==> src/rtl/dua_pkg.sv <==
package dua_pkg;
  // Register byte offsets
  localparam logic [7:0] DUA_OFF_CTRL = 8'h00;
  localparam logic [7:0] DUA_OFF_STAT = 8'h04;
  localparam logic [7:0] DUA_OFF_IRQ_STAT = 8'h08;
  localparam logic [7:0] DUA_OFF_IRQ_CLR = 8'h0c;
  localparam logic [7:0] DUA_OFF_IRQ_EN = 8'h10;
  localparam logic [7:0] DUA_OFF_SPEED = 8'h14;
  localparam logic [7:0] DUA_OFF_TOL = 8'h18;

  // Control bits
  localparam int DUA_CTRL_INIT = 0;
  localparam int DUA_CTRL_DRIVE = 1;
  localparam int DUA_CTRL_ACC0 = 2;
  localparam int DUA_CTRL_ACC1 = 3;
  localparam int DUA_CTRL_CMDERR = 4;
  localparam int DUA_CTRL_DATERR = 5;
  localparam int DUA_CTRL_RETRYOK = 6;

  // Interrupt bits
  localparam int DUA_IRQ_READY = 0;
  localparam int DUA_IRQ_INITOK = 1;
  localparam int DUA_IRQ_WPROT = 2;
  localparam int DUA_IRQ_ERR = 3;
  localparam int DUA_IRQ_W = 4;

  localparam logic [1:0] DUA_RESP_OKAY = 2'h0;
  localparam logic [1:0] DUA_RESP_SLVERR = 2'h2;

  // Times
  localparam longint DUA_CLK_HZ = 250000000;
  localparam longint DUA_READY_MS = 10000;
  localparam longint DUA_READY_CYC = DUA_READY_MS * (DUA_CLK_HZ / 1000);
  localparam longint DUA_FLASH_MS = 200;
  localparam longint DUA_FLASH_CYC = DUA_FLASH_MS * (DUA_CLK_HZ / 1000);
  localparam logic [15:0] DUA_SPEED_NOM = 16'h0258;
  localparam logic [15:0] DUA_SPEED_TOL = 16'h000c;
  // Test switch pattern up, down, up selects selftest
  localparam logic [2:0] DUA_TEST_SELF = 3'h5;

  typedef enum {DUA_IDLE, DUA_MEASURE, DUA_DONE} dua_state_t;

  typedef struct packed {
    logic [2:0] addr;
    logic [2:0] test;
  } dua_switch_t;
endpackage : dua_pkg

==> src/rtl/dua_unit.sv <==
// Local design decisions: the AXI4-Lite interface to the registers and the register offsets.
`timescale 1ns/1ps
// Function
// RL1: Bus address is three up-is-one switches weighted four, two, one; range 0 to 7.
// RL2: Test switch pattern up is normal; up, down, up starts selftest.
// RL3: Two drives answer at one address; drive chosen by command, not address.
// RL4: Activity light lit while its drive is accessed, and briefly at power-up.
// RL5: Ready is withheld until about ten seconds after power-up.
// RL6: Initialization request first measures spindle speed against tolerance.
// RL7: Speed out of tolerance aborts initialization without writing; reports write protect.
// RL8: Selftest light stays lit while command-sequence or data error persists.
// RL9: A successful retry clears the recorded error and its light.
// RL10: Switches are sampled once at reset and held until next power cycle.
module dua_unit
  import dua_pkg::*;
#(
  parameter longint READY_CYC = DUA_READY_CYC,
  parameter longint FLASH_CYC = DUA_FLASH_CYC
) (
  input wire logic clock,
  input wire logic reset,
  input wire dua_switch_t switches,
  input wire logic speed_valid,
  input wire logic [15:0] speed_rpm,
  input wire logic [31:0] s_axi_awaddr,
  input wire logic s_axi_awvalid,
  output logic s_axi_awready,
  input wire logic [31:0] s_axi_wdata,
  input wire logic [3:0] s_axi_wstrb,
  input wire logic s_axi_wvalid,
  output logic s_axi_wready,
  output logic [1:0] s_axi_bresp,
  output logic s_axi_bvalid,
  input wire logic s_axi_bready,
  input wire logic [31:0] s_axi_araddr,
  input wire logic s_axi_arvalid,
  output logic s_axi_arready,
  output logic [31:0] s_axi_rdata,
  output logic [1:0] s_axi_rresp,
  output logic s_axi_rvalid,
  input wire logic s_axi_rready,
  output logic [2:0] bus_addr,
  output logic selftest_mode,
  output logic ready,
  output logic [1:0] activity_led,
  output logic selftest_led,
  output logic write_enable,
  output logic irq
);
  // Three-stage pin synchroniser; switches are latched once two successive samples agree
  dua_switch_t sw1_q, sw2_q, sw3_q;
  dua_switch_t sw_d, sw_q;
  logic sampled_d, sampled_q;
  logic [39:0] rdy_cnt_d, rdy_cnt_q;
  logic ready_d, ready_q;
  logic flash_d;
  dua_state_t st_d, st_q;
  logic init_req;
  logic wprot_ev, initok_ev, err_ev;
  logic err_d, err_q;
  logic sp1_q, sp2_q, sp3_q;
  // Marks when the synchroniser stages carry pin values rather than reset zeros
  logic [2:0] fill_q;
  logic [15:0] spd1_q, spd2_q, spd3_q;
  logic [15:0] spd_d, spd_q;
  logic [15:0] tol_d, tol_q;
  logic [7:0] ctrl_d, ctrl_q;
  localparam int IRQ_W = DUA_IRQ_W;
  logic [IRQ_W-1:0] ist_d, ist_q, ien_d, ien_q;
  logic aw_d, aw_q, w_d, w_q, bv_d, bv_q, ar_d, ar_q, rv_d, rv_q;
  logic awrdy_q, wrdy_q, ardy_q;
  logic [7:0] awa_d, awa_q;
  logic [31:0] wd_d, wd_q, rd_d, rd_q;
  logic [1:0] br_d, br_q, rr_d, rr_q;
  logic wr_fire;
  logic [IRQ_W-1:0] clr_w;
  logic init_write;

  always_ff @(posedge clock or posedge reset) begin
    if (reset) begin
      sw1_q <= '0;
      sw2_q <= '0;
      sw3_q <= '0;
      fill_q <= '0;
      sp1_q <= '0;
      sp2_q <= '0;
      sp3_q <= '0;
      spd1_q <= '0;
      spd2_q <= '0;
      spd3_q <= '0;
    end else begin
      sw1_q <= switches;
      sw2_q <= sw1_q;
      sw3_q <= sw2_q;
      fill_q <= {fill_q[1:0], 1'b1};
      sp1_q <= speed_valid;
      sp2_q <= sp1_q;
      sp3_q <= sp2_q;
      spd1_q <= speed_rpm;
      spd2_q <= spd1_q;
      spd3_q <= spd2_q;
    end
  end

  // Power-up: latch switches once, time ready, flash the activity lights
  always_comb begin
    sw_d = sw_q;
    sampled_d = sampled_q;
    if (!sampled_q && fill_q[2] && (sw2_q == sw3_q)) begin
      sw_d = sw3_q; // RL10
      sampled_d = 1'b1;
    end
    rdy_cnt_d = rdy_cnt_q;
    if (!ready_q) begin
      rdy_cnt_d = rdy_cnt_q + 40'h1;
    end
    ready_d = ready_q | (rdy_cnt_q >= 40'(READY_CYC - 1)); // RL5
    flash_d = (rdy_cnt_q < 40'(FLASH_CYC)) && !ready_q; // RL4
  end

  // Speed check before any initialization write
  assign init_req = wr_fire && (awa_q == DUA_OFF_CTRL) && wd_q[DUA_CTRL_INIT];
  logic speed_ok;
  assign speed_ok = (spd_q >= DUA_SPEED_NOM - tol_q) && (spd_q <= DUA_SPEED_NOM + tol_q);
  always_comb begin
    st_d = st_q;
    wprot_ev = 1'b0;
    initok_ev = 1'b0;
    init_write = 1'b0;
    spd_d = spd_q;
    case (st_q)
      DUA_IDLE: begin
        if (init_req && ready_q) begin
          st_d = DUA_MEASURE; // RL6
        end
      end
      DUA_MEASURE: begin
        if (sp3_q && sp2_q) begin
          spd_d = spd3_q;
          st_d = DUA_DONE;
        end
      end
      DUA_DONE: begin
        if (speed_ok) begin
          initok_ev = 1'b1;
          init_write = 1'b1;
        end else begin
          wprot_ev = 1'b1; // RL7
        end
        st_d = DUA_IDLE;
      end
      default: st_d = DUA_IDLE;
    endcase
  end

  // Error light holds until a successful retry
  always_comb begin
    err_d = err_q;
    err_ev = 1'b0;
    if (ctrl_q[DUA_CTRL_CMDERR] || ctrl_q[DUA_CTRL_DATERR]) begin
      err_d = 1'b1; // RL8
      err_ev = !err_q;
    end else if (ctrl_q[DUA_CTRL_RETRYOK]) begin
      err_d = 1'b0; // RL9
    end
  end

  // AXI4-Lite slave: address and data taken in either order
  assign wr_fire = aw_q && w_q && !bv_q;
  always_comb begin
    aw_d = aw_q;
    w_d = w_q;
    awa_d = awa_q;
    wd_d = wd_q;
    bv_d = bv_q;
    br_d = br_q;
    ar_d = 1'b0;
    rv_d = rv_q;
    rd_d = rd_q;
    rr_d = rr_q;
    ctrl_d = ctrl_q;
    tol_d = tol_q;
    ien_d = ien_q;
    clr_w = '0;
    if (s_axi_awvalid && !aw_q) begin
      aw_d = 1'b1;
      awa_d = s_axi_awaddr[7:0];
    end
    if (s_axi_wvalid && !w_q) begin
      w_d = 1'b1;
      wd_d = s_axi_wdata;
    end
    if (wr_fire) begin
      aw_d = 1'b0;
      w_d = 1'b0;
      bv_d = 1'b1;
      br_d = DUA_RESP_OKAY;
      case (awa_q)
        DUA_OFF_CTRL: ctrl_d = wd_q[7:0];
        DUA_OFF_IRQ_CLR: clr_w = wd_q[IRQ_W-1:0];
        DUA_OFF_IRQ_EN: ien_d = wd_q[IRQ_W-1:0];
        DUA_OFF_TOL: tol_d = wd_q[15:0];
        default: br_d = DUA_RESP_SLVERR;
      endcase
    end else begin
      ctrl_d[DUA_CTRL_INIT] = 1'b0;
      ctrl_d[DUA_CTRL_RETRYOK] = 1'b0;
    end
    if (bv_q && s_axi_bready) begin
      bv_d = 1'b0;
    end
    if (s_axi_arvalid && !ar_q && !rv_q) begin
      ar_d = 1'b1;
      rv_d = 1'b1;
      rr_d = DUA_RESP_OKAY;
      case (s_axi_araddr[7:0])
        DUA_OFF_CTRL: rd_d = {24'h0, ctrl_q};
        // RL1 RL3: one address for both drives
        DUA_OFF_STAT: rd_d = {24'h0, err_q, ready_q, (sw_q.test == DUA_TEST_SELF), sw_q.addr, 2'h0};
        DUA_OFF_IRQ_STAT: rd_d = {28'h0, ist_q};
        DUA_OFF_IRQ_EN: rd_d = {28'h0, ien_q};
        DUA_OFF_SPEED: rd_d = {16'h0, spd_q};
        DUA_OFF_TOL: rd_d = {16'h0, tol_q};
        default: begin
          rd_d = 32'h0;
          rr_d = DUA_RESP_SLVERR;
        end
      endcase
    end else if (rv_q && s_axi_rready) begin
      rv_d = 1'b0;
    end
    // Set wins over clear
    ist_d = (ist_q & ~clr_w) | {err_ev, wprot_ev, initok_ev, ready_d & !ready_q};
  end

  always_ff @(posedge clock or posedge reset) begin
    if (reset) begin
      sw_q <= '0;
      sampled_q <= 1'b0;
      rdy_cnt_q <= '0;
      ready_q <= 1'b0;
      awrdy_q <= 1'b1;
      wrdy_q <= 1'b1;
      ardy_q <= 1'b1;
      st_q <= DUA_IDLE;
      err_q <= 1'b0;
      spd_q <= '0;
      tol_q <= DUA_SPEED_TOL;
      ctrl_q <= '0;
      ist_q <= '0;
      ien_q <= '0;
      aw_q <= 1'b0;
      w_q <= 1'b0;
      awa_q <= '0;
      wd_q <= '0;
      bv_q <= 1'b0;
      br_q <= '0;
      ar_q <= 1'b0;
      rv_q <= 1'b0;
      rd_q <= '0;
      rr_q <= '0;
      bus_addr <= '0;
      selftest_mode <= 1'b0;
      ready <= 1'b0;
      activity_led <= '0;
      selftest_led <= 1'b0;
      write_enable <= 1'b0;
      irq <= 1'b0;
    end else begin
      sw_q <= sw_d;
      sampled_q <= sampled_d;
      rdy_cnt_q <= rdy_cnt_d;
      ready_q <= ready_d;
      awrdy_q <= !aw_d;
      wrdy_q <= !w_d;
      ardy_q <= !rv_d;
      st_q <= st_d;
      err_q <= err_d;
      spd_q <= spd_d;
      tol_q <= tol_d;
      ctrl_q <= ctrl_d;
      ist_q <= ist_d;
      ien_q <= ien_d;
      aw_q <= aw_d;
      w_q <= w_d;
      awa_q <= awa_d;
      wd_q <= wd_d;
      bv_q <= bv_d;
      br_q <= br_d;
      ar_q <= ar_d;
      rv_q <= rv_d;
      rd_q <= rd_d;
      rr_q <= rr_d;
      bus_addr <= sw_d.addr; // RL1
      selftest_mode <= sampled_d && (sw_d.test == DUA_TEST_SELF); // RL2
      ready <= ready_d;
      activity_led <= {ctrl_d[DUA_CTRL_ACC1], ctrl_d[DUA_CTRL_ACC0]} | {2{flash_d}}; // RL4
      selftest_led <= err_d; // RL8
      write_enable <= init_write; // RL7
      irq <= |(ist_d & ien_d);
    end
  end

  assign s_axi_awready = awrdy_q;
  assign s_axi_wready = wrdy_q;
  assign s_axi_bvalid = bv_q;
  assign s_axi_bresp = br_q;
  assign s_axi_arready = ardy_q;
  assign s_axi_rvalid = rv_q;
  assign s_axi_rdata = rd_q;
  assign s_axi_rresp = rr_q;

  AST_READY_HOLD: assert property (@(posedge clock) disable iff (reset)
    ready |=> ready) else $error("ready dropped"); // RL5
  AST_ADDR_STABLE: assert property (@(posedge clock) disable iff (reset)
    sampled_q |=> $stable(sw_q)) else $error("switch latch changed"); // RL10
  AST_WPROT: assert property (@(posedge clock) disable iff (reset)
    (st_q == DUA_DONE && !speed_ok) |=> !write_enable && ist_q[DUA_IRQ_WPROT])
    else $error("bad speed not refused"); // RL7
  AST_MEASURE: assert property (@(posedge clock) disable iff (reset)
    write_enable |-> $past(st_q, 1) == DUA_DONE) else $error("write without check"); // RL6
  AST_ERR_LED: assert property (@(posedge clock) disable iff (reset)
    (ctrl_q[DUA_CTRL_CMDERR] || ctrl_q[DUA_CTRL_DATERR]) |=> selftest_led)
    else $error("error light off"); // RL8
  AST_RETRY: assert property (@(posedge clock) disable iff (reset)
    (ctrl_q[DUA_CTRL_RETRYOK] && !ctrl_q[DUA_CTRL_CMDERR] && !ctrl_q[DUA_CTRL_DATERR])
    |=> !selftest_led) else $error("retry did not clear"); // RL9
  AST_ADDR_OUT: assert property (@(posedge clock) disable iff (reset)
    sampled_q |-> bus_addr == sw_q.addr) else $error("address mismatch"); // RL1
  AST_TEST: assert property (@(posedge clock) disable iff (reset)
    selftest_mode |-> sw_q.test == DUA_TEST_SELF) else $error("selftest wrong pattern"); // RL2
endmodule : dua_unit

==> config.mk <==
export PLATFORM = sky130hd
export DESIGN_NAME = dua_unit
export DESIGN_NICKNAME = d
export VERILOG_FILES = /design/src/rtl/dua_pkg.sv /design/src/rtl/dua_unit.sv
export SDC_FILE = /design/constraint.sdc
export NUM_CORES = 1
export LEC_CHECK = 0
export BUFFER_PORTS_ARGS = -buffer_cell sky130_fd_sc_hd__buf_2
export CORE_UTILIZATION = 55
export CTS_CLUSTER_DIAMETER = 150
export DETAILED_ROUTE_END_ITERATION = 10
export GPL_TIMING_DRIVEN = 0
export PLACE_DENSITY = 0.86
export SYNTH_ARGS = -nofsm -noshare
export SYNTH_HDL_FRONTEND = slang
export SYNTH_SLANG_ARGS = --single-unit
==> constraint.sdc <==
create_clock -name clock -period 20.1 [get_ports clock]
set_input_delay 3.015 -clock clock [delete_from_list [all_inputs] [get_ports clock]]
set_output_delay 3.015 -clock clock [all_outputs]
set_load 0.05 [all_outputs]
## Word-level counts from Yosys, hierarchy flattened

Cells that the tools add are included.

| storage, ports and cells | value |
|---|---|
| bits of input ports | 130 |
| word-level logic and storage cells | 147 |
| register bits after elaboration | 274 |

| cells by class | value |
|---|---|
| bitwise operators | 7 |
| reductions and logical operators | 41 |
| muxes and demuxes | 32 |
| add/sub/neg operators | 3 |
| equal/unequal tests | 16 |
| $lt $le $gt $ge | 4 |

Operator list:

| kind | number |
|---|---|
| 16-bit case mux with 6 select lines | 1 |
| 32-bit two-way mux | 2 |
| 32-bit case mux with 2 select lines | 1 |
| 40-bit by 1-bit adder with 40-bit output (second input constant) | 1 |
| 8-bit by 5-bit equality test with 1-bit output (second input constant) | 5 |
| 40-bit by 32-bit greater-or-equal comparator with 1-bit output (second input constant) | 1 |
| 40-bit by 26-bit less-than comparator with 1-bit output (second input constant) | 1 |
| 32-bit by 1-bit equality test with 1-bit output (second input constant) | 1 |
| 32-bit by 2-bit equality test with 1-bit output (second input constant) | 1 |
| 32-bit logical NOT | 1 |
| 1-bit two-way mux | 19 |
| 1-bit logical AND | 17 |
| 10-bit by 16-bit adder with 16-bit output (first input constant) | 1 |
| 8-bit by 4-bit equality test with 1-bit output (second input constant) | 2 |
| 16-bit greater-or-equal comparator | 1 |
| 16-bit less-or-equal comparator | 1 |
| 8-bit logical NOT | 2 |
| 4-bit two-way mux | 4 |
| 10-bit by 16-bit subtractor with 16-bit output (first input constant) | 1 |
| 1-bit logical NOT | 11 |
| 4-bit bitwise AND | 2 |
| 8-bit by 3-bit equality test with 1-bit output (second input constant) | 1 |
| 2-bit AND reduction | 4 |
| 4-bit OR reduction | 2 |
| 15 further kinds | 20 |

## Depth between registers and ports, before layout

| logic depth | value |
|---|---|
| depth after elaboration | 8 |
| gate-level depth with buffers | 15 |
| gate-level depth less buffers | 15 |

## Worst setup path after synthesis

Ideal clock, no wire load.

| path | value |
|---|---|
| path kind | input port to flip-flop |
| start | input s_axi_araddr[3] |
| end | register rd_q[5], in the netlist s_axi_rdata[5] |
| data arrival time | 4.379 ns |
| data required time | 20.018 ns |
| setup slack | 15.639 ns |
| stages on the path | 5 |
| path buffers | 1 |
| cell sequence | or4b_1 -> nor2_1 -> clkbuf_1 -> a22oi_1 -> a31oi_1 |

| between the ends | value |
|---|---|
| longest elaborated chain between the ends | 2 |

RTL lines:

| element | RTL line | text |
|---|---|---|
| start, declared | dua_unit.sv:35 | `input wire logic [31:0] s_axi_araddr,` |
| 8-bit by 5-bit equality test with 1-bit output (tied with other cells) | dua_unit.sv:216 | `case (s_axi_araddr[7:0])` |
| 16-bit case mux with 6 select lines * | dua_unit.sv:216 |  |
| end signal, assigned | dua_unit.sv:292 | `rd_q <= rd_d;` |
| end, declared | dua_unit.sv:73 | `logic [31:0] wd_d, wd_q, rd_d, rd_q;` |

Mark *: on every way between the ends. The rest lies on a longest branch, timed or not.
A chain may end at the register's enable or synchronous reset.

## Worst setup path after layout

| path | value |
|---|---|
| start | input s_axi_araddr[5] |
| end | register rd_q[5], in the netlist s_axi_rdata[5] |

The elaborated chain is that of the path after synthesis.

==> flow_metrics.tcl <==
set metrics [dict create \
    whs_path_depth 0 \
    drv_cap 0 \
    synth_mux_area_share_pct 6.15 \
    slowest_stage "nor2_1" \
    final_cell_mix "dfrtp_1 (221), nand2_1 (108), buf_2 (97)" \
    synth_cell_types 65 \
    wl_um 20100 \
    avgSynthCellArea_um2 11.8 \
    start_util_pct 56.1 \
    syn-instance-count 821 \
    crit_chain "buf_2 > nor3_1 > nand2_1 > nor2_1 > clkbuf_1 > a22oi_1 > a31oi_1" \
    grtUsageMet2_pct 40.4 \
    final_util_pct 66.1 \
    power.internal_w 0.000901 \
    p_leak_nw 5.46 \
    hp-class "flop to flop" \
    grt_max_degree 138 \
    p_switching_w 0.000368 \
    finalNetCount 1125 \
    grt_pass1_vias 6658 \
    finalSetupTns_ns 0 \
    coreArea_um2 17200 \
    ios 181 \
    grt_pass1_wl_um 33100 \
    ys_ff_latch 226 \
    drc 0 \
    whs_endpoint "sw2_q[4]" \
    cp-start-kind "input pin" \
    rr_endpoint "irq" \
    portBuffers 94 \
    cts_made_buffers 24 \
    drtIter0Drc 462 \
    wl_per_cell_um 16.8 \
    finalMaxSlewViolations 0 \
    min-delay-start "sw1_q[4]" \
    grt_setup_unrepaired "false" \
    synth_xor_area_share_pct 6.33 \
    min_period_ns 4.47 \
    post_cts_buffers 0 \
    firstDrtPassIters 6 \
    ys.flop_type "dfrtp_1" \
    setup_violations 0 \
    cp.arrival_ns 4.89 \
    ant_nets 0 \
    cts_tree "built" \
    grt-ovfl-total 0 \
    outcome "finished, final reports clean" \
    p_clk_share_pct 37.0 \
    syn-cell-area_um2 9680 \
    cpPeakStageDelay_ns 0.45 \
    synth_edf_count 0 \
    antenna_found_initial 0 \
    powerDensity_nw_per_um2 111 \
    period_share_pct 22.2 \
    grt-busiest-layer "met2" \
    grt_use_met3_pct 3.12 \
    clock_path_buffers 3 \
    synth-seq-area-share_pct 58.5 \
    grt_usage_pct 23.2 \
    post_cts_resized 0 \
    r2r_start "tol_q[1]" \
    yosys.area_share.simple_pct 12.9 \
    cts-root-buf "clkbuf_16" \
    dieWidth_um 135 \
    row_count 48 \
    max_freq_mhz 224 \
    skew_ns 0.0157 \
    grt_use_met1_pct 28.7 \
    path_max_fanout 10 \
    synth_compound_area_share_pct 7.56 \
    clk_latency_ns 0.52 \
    async_reset_ff_share_pct 100 \
    num_vias 6555 \
    h-tree-depth 1 \
    hold_viol_final 0 \
    path_class "input pin to flop" \
    synthAdderAreaFrac_pct 4.65 \
    synth_top_family_by_area "simple AND/OR/NAND/NOR gates" \
    holdBufCountCts 0 \
    ir_worst_vdd_v 0.0000723 \
    p_seq_share_pct 44.3 \
    drive_gt1_share_pct 21.6 \
    routed_via_density 5.46 \
    tightest_slew_ns 0.908 \
    hpwl_um 14100 \
    maxSlewHeadroom_pct 39.4 \
    place_congestion 0.875 \
    r2r_cells 14 \
    clock-sinks 226 \
    worstSetupEndpointType "flop" \
    cp.required_ns 20.52 \
    antenna_cells 0 \
    layout_commonest_cell "dfrtp_1" \
    synthToLayoutAreaGrowth_pct 17.7 \
    dieHeight_um 135 \
    clkTransAtPathRegs_ns 0.06 \
    reg2reg_slack_ns 16.06 \
    swShare_pct 29.0 \
    yosys_warnings 0 \
    comb_power_share_pct 18.7 \
    dieArea_um2 18100 \
]
-- cell usage after synthesis (3+ instances only) --
cell type  instances  share of area, %
dfrtp_1          221                57
mux2_2            33               3.8
buf_2              3              0.16
nand2b_1           9              0.58
a22o_1             4              0.36
nand2_1          108               4.2
and3_1            10              0.65
xnor2_1           45               4.1
o21ai_0           11              0.57
a21o_1             7              0.54
ha_1              36               4.7
buf_4             22               1.7
nor3_1            10              0.52
nand3b_1           3              0.23
nand3_1           23               1.2
nor2_1            37               1.4
a31oi_1            4              0.26
a21oi_1           18              0.93
o21a_1             5              0.39
a221oi_1           5              0.45
nor4_1             7              0.45
nand4_1           16               1.0
a22oi_1           15               1.2
a2111oi_0          3              0.27
nor2b_1            6              0.39
xor2_1            25               2.3
mux2i_1            4              0.41
mux2_1            15               1.7
dfstp_2            5               1.4
o21ai_1           20               1.0
inv_1             23              0.89
clkbuf_1          22              0.85
-- sequential cells by signal, summed over array words and instances (netlist names), 16 cells and up --
signal	cells
rdy_cnt_q	40
s_axi_rdata	16
spd1_q	16
spd2_q	16
spd3_q	16
spd_q	16
tol_q	16
wd_q	16
-- layer usage --
layer | routed length [um] | part of all wire [%]
met1 | 7960 | 40
met2 | 10300 | 51
met3 | 935 | 4.6
met4 | 920 | 4.6
met5 | 0 | 0
-- critical path, delay by kind of cell --
| family | cells | cell delay [ns] |
|---|---|---|
| AND/OR/NAND/NOR | 3 | 0.94 |
| AO/OA/AOI/OAI | 2 | 0.39 |
| buffers and inverters | 2 | 0.54 |
-- power groups by stage --
stage | clock, W | sequential, W | combinational (W)
after floorplan | 0 | 0.000582 | 0.000156
after global placement | 0 | 0.000568 | 0.000223
after detailed placement | 0 | 0.000570 | 0.000232
after CTS | 0.000478 | 0.000563 | 0.000237
after global routing | 0.000497 | 0.000569 | 0.000258
final | 0.000469 | 0.000563 | 0.000237
-- final cells by class --
| cell class | count | area, um^2 |
|---|---|---|
| Fill cell | 1251 | 5840 |
| Sequential cell | 226 | 5660 |
| Multi-Input combinational cell | 538 | 3710 |
| Clock buffer | 33 | 684 |
| Timing Repair Buffer | 95 | 498 |
| Tap cell | 225 | 282 |
| Buffer | 49 | 272 |
| Clock inverter | 10 | 179 |
| Inverter | 25 | 101 |
-- worst max path at each step --
stage,startpoint,to,slack (ns),cells after the start
after floorplan,reset,activity_led[0],10.90,1
after global placement,reset,s_axi_rdata[13],8.90,2
after detailed placement,s_axi_araddr[5],s_axi_rdata[5],15.18,7
after CTS,s_axi_araddr[5],s_axi_rdata[5],15.66,7
after global routing,s_axi_araddr[5],s_axi_rdata[5],15.45,7
final,s_axi_araddr[5],s_axi_rdata[5],15.63,7
-- kinds of logic after synthesis --
kind of cell / after synthesis
XOR/XNOR: 70
multiplexers: 53
AND/OR/NAND/NOR: 251
buffers and inverters: 74
other: 2
adder cells (fa/ha/maj): 36
flip-flops: 226
AO/OA/AOI/OAI: 109
-- stage by stage --
step / area, um^2 / worst slack [ns] / hold slack [ns] / instances / total power [W]
after global placement: 10500 / 8.90 / 0.332 / 1157 / 0.000791
after global routing: 11400 / 15.45 / 0.342 / 1201 / 0.00132
after CTS: 11400 / 15.66 / 0.346 / 1201 / 0.00128
final: 11400 / 15.63 / 0.341 / 1201 / 0.00127
after floorplan: 9740 / 10.90 / 0.331 / 838 / 0.000738
after detailed placement: 10500 / 15.18 / 0.335 / 1158 / 0.000802
Power figures use the tool's default switching activity.
